`config.mk`:
```
export PLATFORM = sky130hd
export DESIGN_NAME = pcrs_top
export DESIGN_NICKNAME = d
export VERILOG_FILES = /design/src/rtl/pcrs_pkg.sv /design/src/rtl/pcrs_stack_mem.sv /design/src/rtl/pcrs_top.sv
export VERILOG_INCLUDE_DIRS = /design/src /design/src/rtl
export SDC_FILE = /design/constraint.sdc
export NUM_CORES = 2
export LEC_CHECK = 0
export BUFFER_PORTS_ARGS = -buffer_cell sky130_fd_sc_hd__buf_2
export CORE_UTILIZATION = 53
export DETAILED_ROUTE_END_ITERATION = 10
export PLACE_DENSITY = 0.71
export SETUP_SLACK_MARGIN = 0.15
export SLEW_MARGIN = 20
export SYNTH_ARGS = -nofsm -noshare
export SYNTH_HDL_FRONTEND = slang
export SYNTH_HIERARCHICAL = 1
export SYNTH_SLANG_ARGS = --single-unit
```
`constraint.sdc`:
```
create_clock -name SYS_CLK -period 10 [get_ports SYS_CLK]
set_clock_uncertainty 0.2 [all_clocks]
set_input_delay 1 -clock SYS_CLK [delete_from_list [all_inputs] [get_ports SYS_CLK]]
set_output_delay 1 -clock SYS_CLK [all_outputs]
set_load 0.05 [all_outputs]
```
`src/rtl/pcrs_defs.svh`:
```
`ifndef PCRS_DEFS_SVH
`define PCRS_DEFS_SVH

`define PCRS_PC_W        21
`define PCRS_RST_VEC     21'h000000
`define PCRS_HI_VEC      21'h000008
`define PCRS_LO_VEC      21'h000018
`define PCRS_STEP        21'h000002
`define PCRS_DEPTH       31
`define PCRS_PTR_EMPTY   5'h00
`define PCRS_PTR_ALMOST  5'h1e
`define PCRS_PTR_TOP     5'h1f
`define PCRS_FULL_BIT    7
`define PCRS_UNF_BIT     6
`define PCRS_MEM_128K    32'h00020000
`define PCRS_MEM_64K     32'h00010000
`define PCRS_CFG_SPAN    32'h00000008
`define PCRS_CFG_USED    2'h3
`define PCRS_CFG_OVF_BIT 0
`define PCRS_CFG_RST     48'h000000000001

`endif

```
`src/rtl/pcrs_pkg.sv`:
```
package pcrs_pkg;

  typedef enum logic {
    ST_LOAD,
    ST_RUN
  } pcrs_mode_t;

  typedef enum logic [3:0] {
    OP_NONE,
    OP_INT,
    OP_RET,
    OP_POP,
    OP_CALL,
    OP_PUSH,
    OP_JUMP,
    OP_LOWWR,
    OP_INC
  } pcrs_op_t;

  typedef struct packed {
    pcrs_mode_t  st;
    logic [1:0]  cnt;
    logic        run;
    logic [20:0] pc;
    logic [7:0]  hlat;
    logic [4:0]  ulat;
    logic [4:0]  ptr;
    logic        full;
    logic        unf;
    logic [47:0] cfg;
    logic [20:0] fetch;
    logic        fetch_ok;
    logic [15:0] instr;
    logic [20:0] tos;
    logic        devrst;
  } pcrs_regs_t;

endpackage

```
`src/rtl/pcrs_stack_mem.sv`:
```
`timescale 1ns/1ps
`include "pcrs_defs.svh"

module pcrs_stack_mem #(
  parameter int DEPTH = `PCRS_DEPTH,
  parameter int W     = `PCRS_PC_W
) (
  input  wire logic         clk,
  input  wire logic         nrst,
  input  wire logic         we,
  input  wire logic [4:0]   wr_idx,
  input  wire logic [W-1:0] wr_data,
  input  wire logic [2:0]   be,
  input  wire logic [4:0]   rd_idx,
  output logic      [W-1:0] rd_data
);

  typedef struct packed {
    logic [DEPTH:1][W-1:0] ent;
  } pcrs_mem_t;

  pcrs_mem_t        q;
  pcrs_mem_t        d;
  logic [W-1:0]     mask;

  // byte lanes: low, high, upper
  always_comb begin
    mask = {{(W-16){be[2]}}, {8{be[1]}}, {8{be[0]}}};
    d = q;
    for (int i = 1; i <= DEPTH; i++) begin
      if (we && 32'(wr_idx) == i) begin
        d.ent[i] = (q.ent[i] & ~mask) | (wr_data & mask);
      end
    end
  end

  // index zero has no entry behind it
  assign rd_data = (rd_idx == 5'h00 || 32'(rd_idx) > DEPTH) ? '0 : q.ent[rd_idx];

  always_ff @(posedge clk or negedge nrst) begin
    if (!nrst) begin
      q <= '0;
    end else begin
      q <= d;
    end
  end

endmodule

```
`src/rtl/pcrs_top.sv`:
```
`timescale 1ns/1ps
`include "pcrs_defs.svh"

// Contract
// 21-bit counter; fetch above memory reads zero
// every reset loads counter with 0000h
// interrupt vectors 0008h high, 0018h low
// top four words copied to config on reset; the code copies only the first three
// config bytes ascending; word four reserved
// config at top eight bytes of memory
// low byte direct; upper bytes via latches
// low byte write loads both latches too
// low byte read copies upper bytes to latches
// bit zero held low; step by two
// call, goto, branch load without latches
// push on call/interrupt, pop on returns
// call and return leave latches unchanged
// 31 by 21-bit storage, 5-bit pointer
// push increments pointer, then writes entry
// pop reads entry, then decrements pointer
// reset clears pointer; zero has no entry
// pointer and top entry readable and writable
// software masks interrupts around stack access
// full flag set on 31st push
// overflow option resets; else pointer holds 31
// pop at empty returns zero, sets underflow
// flags in bits 7 and 6; software clears
module pcrs_top #(
  parameter int unsigned MEM_BYTES = `PCRS_MEM_128K
) (
  input  wire logic        SYS_CLK,
  input  wire logic        NRST,
  input  wire logic        SOFT_RST,
  input  wire logic        STEP_REQ,
  input  wire logic        JUMP_REQ,
  input  wire logic        CALL_REQ,
  input  wire logic [20:0] JUMP_ADDR,
  input  wire logic        INT_HIGH,
  input  wire logic        INT_LOW,
  input  wire logic        RET_REQ,
  input  wire logic        PUSH_REQ,
  input  wire logic        POP_REQ,
  input  wire logic [7:0]  WR_DATA,
  input  wire logic        LOW_WR,
  input  wire logic        LOW_RD,
  input  wire logic        HIGH_LATCH_WR,
  input  wire logic        UPPER_LATCH_WR,
  input  wire logic        PTR_WR,
  input  wire logic        TOP_LOW_WR,
  input  wire logic        TOP_HIGH_WR,
  input  wire logic        TOP_UPPER_WR,
  input  wire logic [15:0] PMEM_DATA,
  output logic      [20:0] PROG_ADDR,
  output logic      [15:0] INSTR,
  output logic      [7:0]  COUNTER_LOW_BYTE,
  output logic      [7:0]  COUNTER_HIGH_LATCH,
  output logic      [4:0]  COUNTER_UPPER_LATCH,
  output logic      [7:0]  RETURN_POINTER,
  output logic      [20:0] TOP_ENTRY,
  output logic      [47:0] CONFIG_WORDS,
  output logic             RUNNING,
  output logic             DEV_RESET
);

  localparam logic [20:0] CFG_BASE = 21'(MEM_BYTES - `PCRS_CFG_SPAN);

  localparam pcrs_pkg::pcrs_regs_t RST_Q = '{
    st:     pcrs_pkg::ST_LOAD,
    cnt:    2'h0,
    run:    1'b0,
    pc:     `PCRS_RST_VEC,
    hlat:   8'h00,
    ulat:   5'h00,
    ptr:    `PCRS_PTR_EMPTY,
    full:   1'b0,
    unf:    1'b0,
    cfg:    `PCRS_CFG_RST,
    fetch:  CFG_BASE,
    fetch_ok: 1'b1,
    instr:  16'h0000,
    tos:    21'h000000,
    devrst: 1'b0
  };

  pcrs_pkg::pcrs_regs_t q;
  pcrs_pkg::pcrs_regs_t d;
  pcrs_pkg::pcrs_op_t   op;
  logic                 wr_en;
  logic [4:0]           wr_idx;
  logic [20:0]          wr_data;
  logic [2:0]           wr_be;
  logic [20:0]          top_rd;
  logic                 stk_rst;
  logic                 push_req;
  logic                 reg_ok;
  logic                 ovf_opt;
  logic                 in_range;

  function automatic pcrs_pkg::pcrs_op_t pick_op(
    input logic ih,
    input logic il,
    input logic rt,
    input logic pp,
    input logic cl,
    input logic ps,
    input logic jp,
    input logic lw,
    input logic st
  );
    pcrs_pkg::pcrs_op_t r;
    r = pcrs_pkg::OP_NONE;
    if (ih || il) begin
      r = pcrs_pkg::OP_INT;
    end else if (rt) begin
      r = pcrs_pkg::OP_RET;
    end else if (pp) begin
      r = pcrs_pkg::OP_POP;
    end else if (cl) begin
      r = pcrs_pkg::OP_CALL;
    end else if (ps) begin
      r = pcrs_pkg::OP_PUSH;
    end else if (jp) begin
      r = pcrs_pkg::OP_JUMP;
    end else if (lw) begin
      r = pcrs_pkg::OP_LOWWR;
    end else if (st) begin
      r = pcrs_pkg::OP_INC;
    end
    return r;
  endfunction

  // one flow event per cycle, interrupt first
  assign op = pick_op(INT_HIGH, INT_LOW, RET_REQ, POP_REQ, CALL_REQ,
                      PUSH_REQ, JUMP_REQ, LOW_WR, STEP_REQ);
  assign push_req = (op == pcrs_pkg::OP_INT) || (op == pcrs_pkg::OP_CALL) ||
                    (op == pcrs_pkg::OP_PUSH);
  assign reg_ok = !push_req && (op != pcrs_pkg::OP_RET) && (op != pcrs_pkg::OP_POP);
  assign ovf_opt = q.cfg[`PCRS_CFG_OVF_BIT];
  assign in_range = 32'(q.fetch) < MEM_BYTES;

  pcrs_stack_mem #(
    .DEPTH (`PCRS_DEPTH),
    .W     (`PCRS_PC_W)
  ) u_mem (
    .clk     (SYS_CLK),
    .nrst    (NRST),
    .we      (wr_en),
    .wr_idx  (wr_idx),
    .wr_data (wr_data),
    .be      (wr_be),
    .rd_idx  (q.ptr),
    .rd_data (top_rd)
  );

  always_comb begin
    d = q;
    d.devrst = 1'b0;
    d.tos = top_rd;
    d.fetch_ok = in_range;
    d.instr = q.fetch_ok ? PMEM_DATA : 16'h0000;
    wr_en = 1'b0;
    wr_idx = q.ptr;
    wr_data = q.pc;
    wr_be = 3'h7;
    stk_rst = 1'b0;
    if (HIGH_LATCH_WR) begin
      d.hlat = WR_DATA;
    end
    if (UPPER_LATCH_WR) begin
      d.ulat = WR_DATA[4:0];
    end
    if (q.run && LOW_RD) begin
      d.hlat = q.pc[15:8];
      d.ulat = q.pc[20:16];
    end
    // flags only clear on a written zero
    if (PTR_WR && !WR_DATA[`PCRS_FULL_BIT]) begin
      d.full = 1'b0;
    end
    if (PTR_WR && !WR_DATA[`PCRS_UNF_BIT]) begin
      d.unf = 1'b0;
    end
    case (q.st)
      pcrs_pkg::ST_LOAD: begin
        d.cnt = q.cnt + 2'h1;
        if (q.cnt != 2'h0) begin
          d.cfg[{q.cnt - 2'h1, 4'h0} +: 16] = PMEM_DATA;
        end
        if (q.cnt == `PCRS_CFG_USED) begin
          d.st = pcrs_pkg::ST_RUN;
          d.cnt = 2'h0;
        end
      end
      pcrs_pkg::ST_RUN: begin
        case (op)
          pcrs_pkg::OP_INT: begin
            d.pc = INT_HIGH ? `PCRS_HI_VEC : `PCRS_LO_VEC;
          end
          pcrs_pkg::OP_CALL,
          pcrs_pkg::OP_JUMP: begin
            d.pc = {JUMP_ADDR[20:1], 1'b0};
          end
          pcrs_pkg::OP_RET,
          pcrs_pkg::OP_POP: begin
            if (q.ptr == `PCRS_PTR_EMPTY) begin
              d.unf = 1'b1;
              stk_rst = ovf_opt;
              if (op == pcrs_pkg::OP_RET) begin
                d.pc = `PCRS_RST_VEC;
              end
            end else begin
              if (op == pcrs_pkg::OP_RET) begin
                d.pc = {top_rd[20:1], 1'b0};
              end
              d.ptr = q.ptr - 5'h01;
            end
          end
          pcrs_pkg::OP_LOWWR: begin
            d.pc = {q.ulat, q.hlat, WR_DATA[7:1], 1'b0};
          end
          pcrs_pkg::OP_INC: begin
            d.pc = q.pc + `PCRS_STEP;
          end
          default: begin
            d.pc = q.pc;
          end
        endcase
        if (push_req) begin
          if (q.ptr == `PCRS_PTR_TOP) begin
            d.full = 1'b1;
            stk_rst = ovf_opt;
          end else begin
            wr_en = 1'b1;
            wr_idx = q.ptr + 5'h01;
            d.ptr = q.ptr + 5'h01;
            if (q.ptr == `PCRS_PTR_ALMOST) begin
              d.full = 1'b1;
              if (ovf_opt) begin
                wr_data = q.pc + `PCRS_STEP;
                stk_rst = 1'b1;
              end
            end
          end
        end
        if (reg_ok && PTR_WR) begin
          d.ptr = WR_DATA[4:0];
        end
        if (reg_ok && q.ptr != `PCRS_PTR_EMPTY &&
            (TOP_LOW_WR || TOP_HIGH_WR || TOP_UPPER_WR)) begin
          wr_en = 1'b1;
          wr_idx = q.ptr;
          wr_data = {WR_DATA[4:0], WR_DATA, WR_DATA};
          wr_be = {TOP_UPPER_WR, TOP_HIGH_WR, TOP_LOW_WR};
        end
      end
      default: begin
        d.st = pcrs_pkg::ST_LOAD;
      end
    endcase
    // device reset: flags survive, pointer clears
    if (SOFT_RST || stk_rst) begin
      d.st = pcrs_pkg::ST_LOAD;
      d.cnt = 2'h0;
      d.pc = `PCRS_RST_VEC;
      d.ptr = `PCRS_PTR_EMPTY;
      d.hlat = 8'h00;
      d.ulat = 5'h00;
      d.devrst = stk_rst;
    end
    d.run = (d.st == pcrs_pkg::ST_RUN);
    d.fetch = d.run ? d.pc : CFG_BASE + {18'h0, d.cnt, 1'b0};
  end

  always_ff @(posedge SYS_CLK or negedge NRST) begin
    if (!NRST) begin
      q <= RST_Q;
    end else begin
      q <= d;
    end
  end

  assign PROG_ADDR = q.fetch;
  assign INSTR = q.instr;
  assign COUNTER_LOW_BYTE = q.pc[7:0];
  assign COUNTER_HIGH_LATCH = q.hlat;
  assign COUNTER_UPPER_LATCH = q.ulat;
  assign RETURN_POINTER = {q.full, q.unf, 1'b0, q.ptr};
  assign TOP_ENTRY = q.tos;
  assign CONFIG_WORDS = q.cfg;
  assign RUNNING = q.run;
  assign DEV_RESET = q.devrst;
endmodule

```
==> results.toml <==
[yosys]
async_flop_share = 1.000
yosysWarnings = 6
synth_seq_cells = 803
yosysUniqueCellTypes = 77
synthCells = 2931
synth_area_per_cell_sq_um = 13.17
syn-cell-area_sq_um = 38610
synth_edf_count = 0
seq_area_frac_synth = 0.5209
synth_fp_nets = 3007
synthFlopType = "dfrtp_1"

[layout]
antenna_cells = 0
final_util = 0.5900
drive_gt1_frac = 0.4008
final_nets = 3002
final_cell_area_sq_um = 42320
area_growth_pct = 9.601

[power]
ir_worst_vdd_uv = 164.1
power.density_nw_per_um2 = 171.5
p_leak_nw = 20.13

[floorplan]
start_util = 0.5383
boundaryPins = 201
die-height_um = 271.9
core_area_sq_um = 71730
rows = 98
die_area_sq_um = 73940
die_width_um = 271.9

[cts]
numCtsBuffers = 83
cts-resized-gates = 0
cts.sinks = 803
clkLatencyLatePin_ns = 0.64
cts_tree = "yes"
clkTransAtPathRegs_ns = 0.06
h-tree-depth = 3
cts_root_buffer = "clkbuf_16"
postCtsHoldBufs = 0
cts_setup_buffers = 0
cts.path.max_buffers = 3

[setup_path]
critPathRequiredTime_ns = 10.31
r2r_slack_ns = 4.53
crit_top_cell = "nor2_1"
r2r_cells = 13
path_depth = 13
slowest_delay_ns = 0.81
cp-start-kind = "flip-flop"
cp_max_fo = 43
endpoint_kind = "flip-flop"
arrival_ns = 5.78
crit_path_top_delay_cell = "dfrtp_4"
r2r-start = "RETURN_POINTER[0]"
cp_top_family = "simple AND/OR/NAND/NOR gates"
cp_cell_sequence = "buf_4, ha_1, nand3_1, inv_1, ha_1, nor2_1, nand2_1, nor2_1, xor2_1, nand4b_1, nor2_1, nand2_1, mux2_2"
critical_path_buf_inv_count = 2
worst-setup-path-type = "flip-flop to flip-flop"

[timing]
rsz0062_at_grt = "no"
timing.hold.ws_ns = 0.1331
min_period_ns = 5.470
setup_viol = 0
hold_viol = 0
period_share = 0.5470
setup_slack_ns = 4.530
fmax_ghz = 0.1828
tns_ns = 0
worst_slew_pin_slew_ns = 1.147
finalMaxSlewViolations = 0
maxSlewHeadroom = 0.2293

[drt]
first_iter_violations = 2122
num_vias = 24780
ant_nets = 0
viasPerCell = 6.283
post-route-drc-count = 0
drt-total-wl_mm = 100.5
wire_per_inst_um = 25.48
drt-pass1-iter-count = 7

[global_route]
grt_pass1_wl_mm = 155.3
grt_remaining_overflow = 0
grt_pass1_vias = 25770
antenna_found_initial = 3
grt_max_degree = 193
grt_use_total = 0.2727

[min_path]
hp-class = "primary input to async pin"

[place]
dp_slack_ns = 4.512
numPortBuffers = 198
place_area_sq_um = 39380
gp_congestion = 0.9221
place_hpwl_mm = 68.38

[flow_run]
drv_cap = 0

[outcome]
outcome = "completed"
report_power, final:
part / internal, mW / switching (mW) / leakage (nW)
sequential: 3.32 / 0.0575 / 11.1
clock: 1.90 / 1.28 / 1.39
combinational: 0.171 / 0.528 / 7.64
worst max path at each step:
stage | start | end | slack, ns
global placement | RETURN_POINTER[1] | flip-flop | 4.67
global route | RETURN_POINTER[0] | flip-flop | 4.29
finish | RETURN_POINTER[0] | flip-flop | 4.53
floorplan | INT_LOW | flip-flop | 6.08
CTS | RETURN_POINTER[1] | flip-flop | 4.52
detailed placement | RETURN_POINTER[1] | flip-flop | 4.51
synthesized netlist by cell type, types with 41 or more instances:
library cell	n	share of area
mux4_2	109	0.064
buf_4	140	0.027
mux2_2	652	0.19
nor2_1	112	0.011
a21oi_1	65	0.0084
a22o_1	54	0.012
a22oi_1	52	0.010
mux2_1	41	0.012
dfrtp_1	787	0.51
nand2_1	183	0.018
mux2i_1	120	0.031
clkbuf_1	123	0.012
buf_2	41	0.0053
cell usage in the layout, fill, tap and decap left out, types with 41 or more instances in the layout:
cell and count:
a21oi_1 47, a22o_1 54, a22oi_1 50, buf_2 197
clkbuf_16 86, dfrtp_1 783, mux2_1 41, mux2_2 652
mux2i_1 120, mux4_2 109, nand2_1 183, nor2_1 111
logic make-up after synthesis:
family,share of synthesized area
multiplexers,0.2968
AO/OA/AOI/OAI,0.06296
XOR/XNOR,0.003629
adder cells (fa/ha/maj),0.003888
buffers and inverters,0.05104
AND/OR/NAND/NOR,0.06066
other,0.00009712
flip-flops,0.5209
through the flow:
step / power, mW / instances
after floorplan: 3.980 / 2931
after global placement: 4.117 / 3788
after detailed placement: 4.133 / 3788
after CTS: 7.312 / 3941
after global routing: 7.502 / 3944
final: 7.256 / 3944
routing by layer:
| layer | vias up | routed length, um | track usage |
|---|---|---|---|
| li1 | 10660 | - | - |
| met1 | 12970 | 41620 | 0.3613 |
| met2 | 939 | 49550 | 0.4554 |
| met3 | 215 | 5645 | 0.03958 |
| met4 | 0 | 3689 | 0.1053 |
| met5 | - | 0 | 0 |
area by class of cell:
class | count | area [sq um]
clock buffers | 133 | 2539
clock inverters | 20 | 290.3
fillers | 5564 | 29410
inverters | 21 | 78.83
multi-input cells | 1775 | 16690
flip-flops and latches | 803 | 20130
well taps | 950 | 1189
repair buffers | 242 | 1408
(Power assumes the default switching activity.)
